**src/hw/irq_map.vh**
```
// irq_map.vh: constants of the interrupt priority and standby wake block
// assumes it is included by bare name, by the block's design file, the checker and the testbench
`ifndef IRQ_MAP_VH
`define IRQ_MAP_VH
`define NUM_VEC 10
`define VEC_W 17
`define LVL_NONE 2'h0
`define LVL_LOW 2'h1
`define LVL_HIGH 2'h2
`define LVL_TOP 2'h3
`define VEC_ADDR_0 17'h00003
`define VEC_ADDR_1 17'h0000B
`define VEC_ADDR_2 17'h00013
`define VEC_ADDR_3 17'h0001B
`define VEC_ADDR_4 17'h00023
`define VEC_ADDR_5 17'h0002B
`define VEC_ADDR_6 17'h00033
`define VEC_ADDR_7 17'h0003B
`define VEC_ADDR_8 17'h00043
`define VEC_ADDR_9 17'h0004B
`define V2_W 6
`define V3_W 3
`define V4_W 5
`define V5_W 8
`define V6_W 2
`define V7_W 5
`define V8_W 7
`define V9_W 6
`define V2_PIN_TWO 0
`define V2_PIN_FOUR 2
`define V2_BUS_A 3
`define V2_BUS_B 4
`define V2_INFRARED 5
`define V3_PIN_FIVE 1
`define V3_BASE_TIMER 2
`define V9_PORT_ZERO 0
`define REG_LEVEL 12'h000
`define REG_ENABLE 12'h004
`define REG_PINCFG 12'h008
`define REG_STANDBY 12'h00C
`define REG_OSC 12'h010
`define REG_STATUS 12'h014
`define REG_VECTOR 12'h018
`define PIN0_LEVEL 0
`define PIN0_HIGH 1
`define PIN1_LEVEL 2
`define PIN1_HIGH 3
`define OSC_PLL 0
`define OSC_CERAMIC 1
`define OSC_RC 2
`define OSC_CRYSTAL 3
`define OSC_LOWRC 4
`define OSC_RESET 5'h04
`define STAT_INSVC_LSB 16
`define VECT_LVL_LSB 24
`define VECT_REQ_BIT 31
`define MODE_RUN 2'h0
`define MODE_IDLE 2'h1
`define MODE_HOLD 2'h2
`define MODE_XHOLD 2'h3
`endif

```
**src/hw/irq_priority_standby_wake.v**
```verilog
// irq_priority_standby_wake.v: interrupt priority, vectoring and the
// standby modes with their wake and oscillator control
// assumes an APB master on ref_clk, a core that acks and returns by
// one-cycle pulses, and peripheral flags that already run on ref_clk
//
// The address map and the APB interface to the registers were chosen for this implementation.
`timescale 1ns/100ps
`default_nettype none
`include "irq_map.vh"

module irq_priority_standby_wake #(
    parameter ADDR_W = 12
) (
    input wire ref_clk,
    input wire rst_n,
    input wire psel,
    input wire penable,
    input wire pwrite,
    input wire [ADDR_W-1:0] paddr,
    input wire [31:0] pwdata,
    output wire pready,
    output wire pslverr,
    output wire [31:0] prdata,
    input wire extPinIrqZero,
    input wire extPinIrqOne,
    input wire resetPin_n,
    input wire [`V2_W-1:0] vec2Src,
    input wire [`V3_W-1:0] vec3Src,
    input wire [`V4_W-1:0] vec4Src,
    input wire [`V5_W-1:0] vec5Src,
    input wire [`V6_W-1:0] vec6Src,
    input wire [`V7_W-1:0] vec7Src,
    input wire [`V8_W-1:0] vec8Src,
    input wire [`V9_W-1:0] vec9Src,
    input wire watchdogReset,
    input wire lowVoltDetectReset,
    input wire watchdogLowRcRun,
    input wire baseTimerOnLowRc,
    input wire irqAck,
    input wire irqDone,
    output wire irqReq,
    output wire [`VEC_W-1:0] irqVector,
    output wire [1:0] irqLevel,
    output wire cpuStall,
    output wire periphHalt,
    output wire baseTimerRun,
    output wire irRxRun,
    output wire pllRun,
    output wire ceramicRun,
    output wire rcRun,
    output wire crystalRun,
    output wire lowRcRun,
    output wire [1:0] standbyMode
);

    // vector index to its address
    function [`VEC_W-1:0] vecAddr;
        input [3:0] idx;
        begin
            case (idx)
                4'h0: vecAddr = `VEC_ADDR_0;
                4'h1: vecAddr = `VEC_ADDR_1;
                4'h2: vecAddr = `VEC_ADDR_2;
                4'h3: vecAddr = `VEC_ADDR_3;
                4'h4: vecAddr = `VEC_ADDR_4;
                4'h5: vecAddr = `VEC_ADDR_5;
                4'h6: vecAddr = `VEC_ADDR_6;
                4'h7: vecAddr = `VEC_ADDR_7;
                4'h8: vecAddr = `VEC_ADDR_8;
                default: vecAddr = `VEC_ADDR_9;
            endcase
        end
    endfunction

    // level of a vector from its select bit
    function [1:0] vecLevel;
        input [3:0] idx;
        input sel;
        begin
            if (!sel) begin
                vecLevel = `LVL_LOW;
            end else if (idx < 4'h2) begin
                vecLevel = `LVL_TOP;
            end else begin
                vecLevel = `LVL_HIGH;
            end
        end
    endfunction

    // register decode
    function isMapped;
        input [ADDR_W-1:0] a;
        begin
            case (a)
                `REG_LEVEL, `REG_ENABLE, `REG_PINCFG, `REG_STANDBY,
                `REG_OSC, `REG_STATUS, `REG_VECTOR: isMapped = 1'b1;
                default: isMapped = 1'b0;
            endcase
        end
    endfunction

    reg [`NUM_VEC-1:0] levelSel_q;
    reg [`NUM_VEC-1:0] enable_q;
    reg [3:0] pinCfg_q;
    reg [4:0] oscEn_q;
    reg [1:0] mode_q;
    reg [1:0] mode_d;
    reg [31:0] prdata_q;
    reg [2:0] pinSyncA_q;
    reg [2:0] pinSyncB_q;
    reg [1:0] pinPrev_q;
    reg [1:0] edgeLatch_q;
    reg [1:0] edgeLatch_d;
    reg [2:0] inService_q;
    reg [2:0] inService_d;
    reg irqReq_q;
    reg [`VEC_W-1:0] irqVector_q;
    reg [1:0] irqLevel_q;
    reg [3:0] irqIdx_q;
    reg crystalEntry_q;
    reg lowRcEntry_q;
    reg btLowRcEntry_q;
    reg cpuStall_q;
    reg periphHalt_q;
    reg baseTimerRun_q;
    reg irRxRun_q;
    reg [4:0] oscRun_q;
    reg [4:0] oscRun_d;
    reg [`NUM_VEC-1:0] pending;
    reg [3:0] bestIdx;
    reg [1:0] bestLvl;
    reg [1:0] curLvl;
    reg [1:0] lvlI;
    reg [31:0] rdData;
    integer i;

    wire setupPhase = psel & ~penable;
    wire wrStrobe = psel & penable & pwrite;
    wire pinZero = pinSyncB_q[0];
    wire pinOne = pinSyncB_q[1];
    wire rstPinLow = ~pinSyncB_q[2];

    assign pready = 1'b1;
    assign pslverr = psel & penable & ~isMapped(paddr);
    assign prdata = prdata_q;

    // raw pins pass two flops before use
    always @(posedge ref_clk or negedge rst_n) begin
        if (!rst_n) begin
            pinSyncA_q <= 3'h4;
            pinSyncB_q <= 3'h4;
            pinPrev_q <= 2'h0;
        end else begin
            pinSyncA_q <= {resetPin_n, extPinIrqOne, extPinIrqZero};
            pinSyncB_q <= pinSyncA_q;
            pinPrev_q <= pinSyncB_q[1:0];
        end
    end

    wire zeroActive = pinCfg_q[`PIN0_HIGH] ? pinZero : ~pinZero;
    wire oneActive = pinCfg_q[`PIN1_HIGH] ? pinOne : ~pinOne;
    wire zeroEdge = pinCfg_q[`PIN0_HIGH] ? (pinZero & ~pinPrev_q[0]) :
        (~pinZero & pinPrev_q[0]);
    wire oneEdge = pinCfg_q[`PIN1_HIGH] ? (pinOne & ~pinPrev_q[1]) :
        (~pinOne & pinPrev_q[1]);
    wire zeroLevelOn = pinCfg_q[`PIN0_LEVEL] & zeroActive;
    wire oneLevelOn = pinCfg_q[`PIN1_LEVEL] & oneActive;
    wire ackNow = irqAck & irqReq_q;

    // edge latches, set wins over the ack clear
    always @* begin
        edgeLatch_d = edgeLatch_q;
        if (ackNow && irqIdx_q == 4'h0) begin
            edgeLatch_d[0] = 1'b0;
        end
        if (ackNow && irqIdx_q == 4'h1) begin
            edgeLatch_d[1] = 1'b0;
        end
        if (!pinCfg_q[`PIN0_LEVEL] && zeroEdge) begin
            edgeLatch_d[0] = 1'b1;
        end
        if (!pinCfg_q[`PIN1_LEVEL] && oneEdge) begin
            edgeLatch_d[1] = 1'b1;
        end
    end

    // request per vector, gated by enable
    always @* begin
        pending[0] = zeroLevelOn | edgeLatch_q[0];
        pending[1] = oneLevelOn | edgeLatch_q[1];
        pending[2] = |vec2Src;
        pending[3] = |vec3Src;
        pending[4] = |vec4Src;
        pending[5] = |vec5Src;
        pending[6] = |vec6Src;
        pending[7] = |vec7Src;
        pending[8] = |vec8Src;
        pending[9] = |vec9Src;
        pending = pending & enable_q;
    end

    always @* begin
        if (inService_q[2]) begin
            curLvl = `LVL_TOP;
        end else if (inService_q[1]) begin
            curLvl = `LVL_HIGH;
        end else if (inService_q[0]) begin
            curLvl = `LVL_LOW;
        end else begin
            curLvl = `LVL_NONE;
        end
    end

    always @* begin
        bestIdx = 4'h0;
        bestLvl = `LVL_NONE;
        lvlI = `LVL_NONE;
        for (i = `NUM_VEC - 1; i >= 0; i = i - 1) begin
            lvlI = vecLevel(i[3:0], levelSel_q[i]);
            if (pending[i] && lvlI >= bestLvl) begin
                bestIdx = i[3:0];
                bestLvl = lvlI;
            end
        end
    end

    // only a strictly higher level nests
    wire acceptable = (bestLvl != `LVL_NONE) && (bestLvl > curLvl);

    always @* begin
        inService_d = inService_q;
        if (irqDone) begin
            if (inService_q[2]) begin
                inService_d[2] = 1'b0;
            end else if (inService_q[1]) begin
                inService_d[1] = 1'b0;
            end else begin
                inService_d[0] = 1'b0;
            end
        end
        if (ackNow) begin
            inService_d[irqLevel_q - 2'h1] = 1'b1;
        end
    end

    // request recomputed each cycle, withdrawn for a cycle on ack or done
    always @(posedge ref_clk or negedge rst_n) begin
        if (!rst_n) begin
            irqReq_q <= 1'b0;
            irqVector_q <= {`VEC_W{1'b0}};
            irqLevel_q <= `LVL_NONE;
            irqIdx_q <= 4'h0;
            inService_q <= 3'h0;
            edgeLatch_q <= 2'h0;
        end else begin
            inService_q <= inService_d;
            edgeLatch_q <= edgeLatch_d;
            irqReq_q <= acceptable & ~ackNow & ~irqDone;
            if (!irqReq_q || ackNow) begin
                irqVector_q <= vecAddr(bestIdx);
                irqLevel_q <= bestLvl;
                irqIdx_q <= bestIdx;
            end
        end
    end

    // vector held while offered
    assign irqReq = irqReq_q;
    assign irqVector = irqVector_q;
    assign irqLevel = irqLevel_q;

    wire resetWake = rstPinLow | watchdogReset | lowVoltDetectReset;
    // pins zero/one count only in level mode
    wire pinLevelWake = zeroLevelOn | oneLevelOn;
    wire holdWake = resetWake | pinLevelWake |
        vec2Src[`V2_PIN_TWO] | vec2Src[`V2_PIN_FOUR] |
        vec3Src[`V3_PIN_FIVE] | vec9Src[`V9_PORT_ZERO] |
        vec2Src[`V2_BUS_A] | vec2Src[`V2_BUS_B];
    wire xholdWake = holdWake | vec3Src[`V3_BASE_TIMER] |
        vec2Src[`V2_INFRARED];
    wire idleWake = resetWake | acceptable;

    always @* begin
        mode_d = mode_q;
        case (mode_q)
            `MODE_RUN: begin
                if (wrStrobe && paddr == `REG_STANDBY) begin
                    mode_d = pwdata[1:0];
                end
            end
            `MODE_IDLE: begin
                if (idleWake) begin
                    mode_d = `MODE_RUN;
                end
            end
            `MODE_HOLD: begin
                if (holdWake) begin
                    mode_d = `MODE_RUN;
                end
            end
            `MODE_XHOLD: begin
                if (xholdWake) begin
                    mode_d = `MODE_RUN;
                end
            end
            default: mode_d = `MODE_RUN;
        endcase
    end

    wire entering = (mode_q == `MODE_RUN) && (mode_d != `MODE_RUN);
    wire lowRcNow = oscEn_q[`OSC_LOWRC] | watchdogLowRcRun;

    // oscillator enables for the next mode
    always @* begin
        oscRun_d = oscEn_q;
        oscRun_d[`OSC_LOWRC] = lowRcNow;
        case (mode_d)
            `MODE_HOLD: begin
                oscRun_d[`OSC_PLL] = 1'b0;
                oscRun_d[`OSC_CERAMIC] = 1'b0;
                oscRun_d[`OSC_RC] = 1'b0;
                oscRun_d[`OSC_CRYSTAL] = 1'b0;
                oscRun_d[`OSC_LOWRC] = watchdogLowRcRun;
            end
            `MODE_XHOLD: begin
                oscRun_d[`OSC_PLL] = 1'b0;
                oscRun_d[`OSC_CERAMIC] = 1'b0;
                oscRun_d[`OSC_RC] = 1'b0;
                oscRun_d[`OSC_CRYSTAL] = entering ? oscEn_q[`OSC_CRYSTAL]
                    : crystalEntry_q;
                // low rc frozen under base timer
                if (entering ? baseTimerOnLowRc : btLowRcEntry_q) begin
                    oscRun_d[`OSC_LOWRC] = entering ? lowRcNow
                        : lowRcEntry_q;
                end else begin
                    oscRun_d[`OSC_LOWRC] = watchdogLowRcRun;
                end
            end
            default: oscRun_d = oscRun_d;
        endcase
    end

    always @(posedge ref_clk or negedge rst_n) begin
        if (!rst_n) begin
            mode_q <= `MODE_RUN;
            crystalEntry_q <= 1'b0;
            lowRcEntry_q <= 1'b0;
            btLowRcEntry_q <= 1'b0;
            cpuStall_q <= 1'b0;
            periphHalt_q <= 1'b0;
            baseTimerRun_q <= 1'b1;
            irRxRun_q <= 1'b1;
            oscRun_q <= `OSC_RESET;
        end else begin
            mode_q <= mode_d;
            if (entering) begin
                crystalEntry_q <= oscEn_q[`OSC_CRYSTAL];
                lowRcEntry_q <= lowRcNow;
                btLowRcEntry_q <= baseTimerOnLowRc;
            end
            cpuStall_q <= (mode_d != `MODE_RUN);
            periphHalt_q <= (mode_d == `MODE_HOLD) ||
                (mode_d == `MODE_XHOLD);
            baseTimerRun_q <= (mode_d != `MODE_HOLD);
            irRxRun_q <= (mode_d != `MODE_HOLD);
            oscRun_q <= oscRun_d;
        end
    end

    assign cpuStall = cpuStall_q;
    assign periphHalt = periphHalt_q;
    assign baseTimerRun = baseTimerRun_q;
    assign irRxRun = irRxRun_q;
    assign pllRun = oscRun_q[`OSC_PLL];
    assign ceramicRun = oscRun_q[`OSC_CERAMIC];
    assign rcRun = oscRun_q[`OSC_RC];
    assign crystalRun = oscRun_q[`OSC_CRYSTAL];
    assign lowRcRun = oscRun_q[`OSC_LOWRC];
    assign standbyMode = mode_q;

    // configuration writes
    always @(posedge ref_clk or negedge rst_n) begin
        if (!rst_n) begin
            levelSel_q <= {`NUM_VEC{1'b0}};
            enable_q <= {`NUM_VEC{1'b0}};
            pinCfg_q <= 4'h0;
            oscEn_q <= `OSC_RESET;
        end else if (wrStrobe) begin
            case (paddr)
                `REG_LEVEL: levelSel_q <= pwdata[`NUM_VEC-1:0];
                `REG_ENABLE: enable_q <= pwdata[`NUM_VEC-1:0];
                `REG_PINCFG: pinCfg_q <= pwdata[3:0];
                `REG_OSC: oscEn_q <= pwdata[4:0];
                default: oscEn_q <= oscEn_q;
            endcase
        end
    end

    // read mux, sampled in the setup phase
    always @* begin
        rdData = 32'h00000000;
        case (paddr)
            `REG_LEVEL: rdData[`NUM_VEC-1:0] = levelSel_q;
            `REG_ENABLE: rdData[`NUM_VEC-1:0] = enable_q;
            `REG_PINCFG: rdData[3:0] = pinCfg_q;
            `REG_STANDBY: rdData[1:0] = mode_q;
            `REG_OSC: rdData[4:0] = oscRun_q;
            `REG_STATUS: begin
                rdData[`NUM_VEC-1:0] = pending;
                rdData[`STAT_INSVC_LSB +: 3] = inService_q;
            end
            `REG_VECTOR: begin
                rdData[`VEC_W-1:0] = irqVector_q;
                rdData[`VECT_LVL_LSB +: 2] = irqLevel_q;
                rdData[`VECT_REQ_BIT] = irqReq_q;
            end
            default: rdData = 32'h00000000;
        endcase
    end

    always @(posedge ref_clk or negedge rst_n) begin
        if (!rst_n) begin
            prdata_q <= 32'h00000000;
        end else if (setupPhase) begin
            prdata_q <= rdData;
        end
    end

endmodule
`default_nettype wire

```
**config.mk**
```make
export PLATFORM = sky130hd
export DESIGN_NAME = irq_priority_standby_wake
export DESIGN_NICKNAME = d
export VERILOG_FILES = /design/src/hw/irq_priority_standby_wake.v
export VERILOG_INCLUDE_DIRS = /design/src /design/src/hw
export SDC_FILE = /design/constraint.sdc
export NUM_CORES = 1
export LEC_CHECK = 0
export ABC_CLOCK_PERIOD_IN_PS = 26200
export BUFFER_PORTS_ARGS = -buffer_cell sky130_fd_sc_hd__buf_2
export CAP_MARGIN = 20
export CORE_MARGIN = 8
export CORE_UTILIZATION = 40
export CTS_CLUSTER_SIZE = 40
export DETAILED_ROUTE_END_ITERATION = 7
export PLACE_DENSITY = 0.66
export SKIP_CTS_REPAIR_TIMING = 1
export SYNTH_ARGS = -nofsm -noshare
export SYNTH_HDL_FRONTEND = slang
export SYNTH_SLANG_ARGS = --single-unit
```
**constraint.sdc**
```tcl
create_clock -name ref_clk -period 26.2 [get_ports ref_clk]
set_input_delay 6.55 -clock ref_clk [delete_from_list [all_inputs] [get_ports ref_clk]]
set_output_delay 6.55 -clock ref_clk [all_outputs]
set_load 0.01 [all_outputs]
```
==> run_results.csv <==
group,metric,value,unit
global_routing,grt_pass1_vias,4259,
sta,relSlewSlack,32.6,%
placed_design,pre_cts_ws,9010,ps
global_routing,gr-total-overflow,0,
global_routing,grt_pass1_wl,21900,um
final_layout,area_growth,19.4,%
power_and_ir_drop,power.density,55.6,mW/mm^2
synthesis,yosysWarnings,0,
sta,finalHoldViolCount,0,
sta,tightest_slew,1010,ps
setup_path,worstSetupStartpointType,"input port",
global_routing,grt_max_degree,83,
outcome,run_status,"complete, no violations",
placed_design,gp_congestion,0.902,
sta,layout_setup_ws,9240,ps
cts,clockRootBuffer,"clkbuf_16",
cts,tritoncts,"done",
global_routing,grt_use_total,17.3,%
sta,slew_violations,0,
final_layout,final_common_cell,"buf_2",
cts,clock_sinks,82,
floorplanning,start_util,40.4,%
synthesis,ys.flop_type,"dfrtp_1",
setup_path,cpMaxStageDelayCell,"a21boi_0",
cts,h-tree-depth,3,
synthesis,ys_types,69,
final_layout,most-common-layout-cells,"113 x buf_2, 77 x dfrtp_1, 62 x nand2_1, 44 x o21ai_0, 34 x nor2_1",
sta,period_needed,16960,ps
synthesis,synth-edff-count,0,
sta,finalCritPeriodShare,64.7,%
floorplanning,coreArea,0.0118,mm^2
global_routing,antenna_found_initial,0,
cts,cts.path.max_buffers,2,
setup_path,worst-setup-path-type,"input port to register",
setup_path,arrival,17200,ps
final_layout,diodes,0,
placed_design,placed_area,0.00536,mm^2
final_layout,multiInputGateArea,0.00246,mm^2
synthesis,async_flop_share,100,%
detailed_routing,viasPerCell,5.35,
detailed_routing,drt_iter0_drc,315,
floorplanning,die_w,125,um
min_path,hold_class,"register to register",
sta,finalClockSkew,10.1,ps
setup_path,worstPathMaxFanout,6,
sta,rsz0062_at_grt,"false",
final_layout,seq_area,0.00206,mm^2
floorplanning,die-area,0.0157,mm^2
synthesis,synth_area,0.00477,mm^2
power_and_ir_drop,irDropWorstVdd,0.0000275,V
floorplanning,rows,40,
detailed_routing,drcViolationCount,0,
sta,max_freq,59.0,MHz
synthesis,seq_area_frac_synth,43.1,%
setup_path,crit_required,26440,ps
job,maxCapViolCount,0,
detailed_routing,ant_nets,0,
cts,clk_latency,340,ps
final_layout,fillers,1108,
detailed_routing,wl_per_cell,17.7,um
final_layout,fin_area,0.00570,mm^2
setup_path,path_common_cell,"ha_1",
sta,setup_viol,0,
final_layout,fin_nets,719,
placed_design,dp_hpwl,10400,um
detailed_routing,dr.pass1.iters,5,
synthesis,synth_cells,498,
floorplanning,die_h,125,um
cts,cts_inserted_buffers,9,
placed_design,io_buffers,114,
detailed_routing,routed_wl,13500,um
final_layout,drive_gt1_share,31.3,%
cts,clk_pin_slew,60,ps
power_and_ir_drop,static-leakage-power,2.72,nW
synthesis,ys_seq_elements,82,
synthesis,syn_area_per_cell,9.58,um^2
detailed_routing,vias,4070,
floorplanning,io_pins,165,
sta,timing.setup.tns,0,ps
setup_path,cpPeakStageDelay,660,ps
setup_path,end_kind,"register",
[Yosys cell counts, types with 2 or more instances]
master     n  area, um^2
nand4_1    3        18.8
and2_1     9        56.3
or2_2      2        12.5
clkbuf_1  10        37.5
inv_1     16        60.1
a31oi_1    7        43.8
nor2b_1    7        43.8
buf_4     32         240
a21o_1     4        30.0
nand2_1   62         233
a21boi_0   5        37.5
nor3b_1    4        30.0
nand3b_1   3        22.5
nor4_4     2        42.5
o22ai_1    2        12.5
a21oi_1   18        90.1
mux2_2    29         327
o211ai_1   3        22.5
a221oi_1   4        35.0
nand3_1    8        40.0
o21ai_0   44         220
o31a_1     2        17.5
dfrtp_1   77        1930
or3_1      3        18.8
xnor2_1    2        17.5
nand2b_1  10        62.6
conb_1     2        7.51
or3b_2     2        17.5
a211oi_1   3        22.5
nor2_1    34         128
a222oi_1   2        20.0
ha_1      10         125
o31ai_1    3        22.5
a32oi_1    4        35.0
and3_1     4        25.0
nor4_1     5        31.3
or4_1      3        22.5
dfstp_2    5         131
o21ai_1    2        10.0
a211o_1    2        17.5
nor3_1    15        75.1
mux2i_1    7        70.1
[final cells by class]
cell class,count,share of cell area (%)
clock inverter,5,1.05
tap,147,3.23
inverter,16,1.05
sequential,82,36.1
clock buffer,11,4.44
timing repair buffer,118,10.9
multi-input combinational,382,43.2
[power by group]
| group | leakage [nW] | internal [mW] | total (mW) | switching, mW |
|---|---|---|---|---|
| Sequential | 1.06 | 0.133 | 0.139 | 0.00539 |
| Combinational | 1.51 | 0.0178 | 0.0470 | 0.0292 |
| Clock | 0.152 | 0.0794 | 0.131 | 0.0518 |
| Total | 2.72 | 0.230 | 0.317 | 0.0864 |
[worst max-delay path: cells and delay by family]
kind	cells	cell delay, ps
AOI/OAI and AO/OA	15	4300
adders and majority gates	8	2090
buffers and inverters	3	320
muxes	2	250
and+or+nand+nor	19	3640
[per-layer routing]
layer,global-route usage [%],wire length (um),up-vias
met5,0,0,-
met4,5.44,154,0
met3,5.18,1180,10
met2,26.7,6150,158
met1,22.6,6000,1945
li1,-,-,1957
[path summary, 6_finish.rpt]
path                       cells after the start  slack [ps]                        to               startpoint
hold / removal                                 0         350   pinSyncB_q[0]$_DFF_PN0_  pinSyncA_q[0]$_DFF_PN0_
min in group asynchronous                      1        6050  crystalEntry_q$_DFF_PN0_                    rst_n
max in group asynchronous                      2       19540   enable_q[8]$_DFFE_PN0P_                    rst_n
setup / recovery                              47        9240     oscRun_q[4]$_DFF_PN0_               vec9Src[0]
setup reg to reg                              45       15290     oscRun_q[4]$_DFF_PN0_  enable_q[9]$_DFFE_PN0P_
hold reg to reg                                0         350   pinSyncB_q[0]$_DFF_PN0_  pinSyncA_q[0]$_DFF_PN0_
[cell families after synthesis]
kind of cell | Yosys count | synth area share (%)
buf+inv | 60 | 7.39
xor+xnor | 2 | 0.367
other cells | 2 | 0.157
mux | 36 | 8.31
compound gates | 119 | 17.1
fa+ha+maj | 12 | 3.07
flops | 82 | 43.1
simple gates | 185 | 20.5
[sequential cells by signal, summed over array words and instances, names as in the netlist, 4 cells and up]
register,count
pinCfg_q,4
irqIdx_q,4
levelSel_q,10
prdata,16
oscEn_q,5
enable_q,10
irqVector,4
oscRun_q,5
[stage by stage]
step / total power [mW] / std cells / hold WS [ps] / util, %
CTS: 0.320 / 760 / 349 / 48.0
finish: 0.317 / 761 / 347 / 48.2
global placement: 0.186 / 744 / 336 / 45.4
detailed placement: 0.187 / 744 / 339 / 45.4
global route: 0.331 / 761 / 358 / 48.2
floorplan: 0.168 / 524 / 331 / -
(Power assumes the default switching activity.)
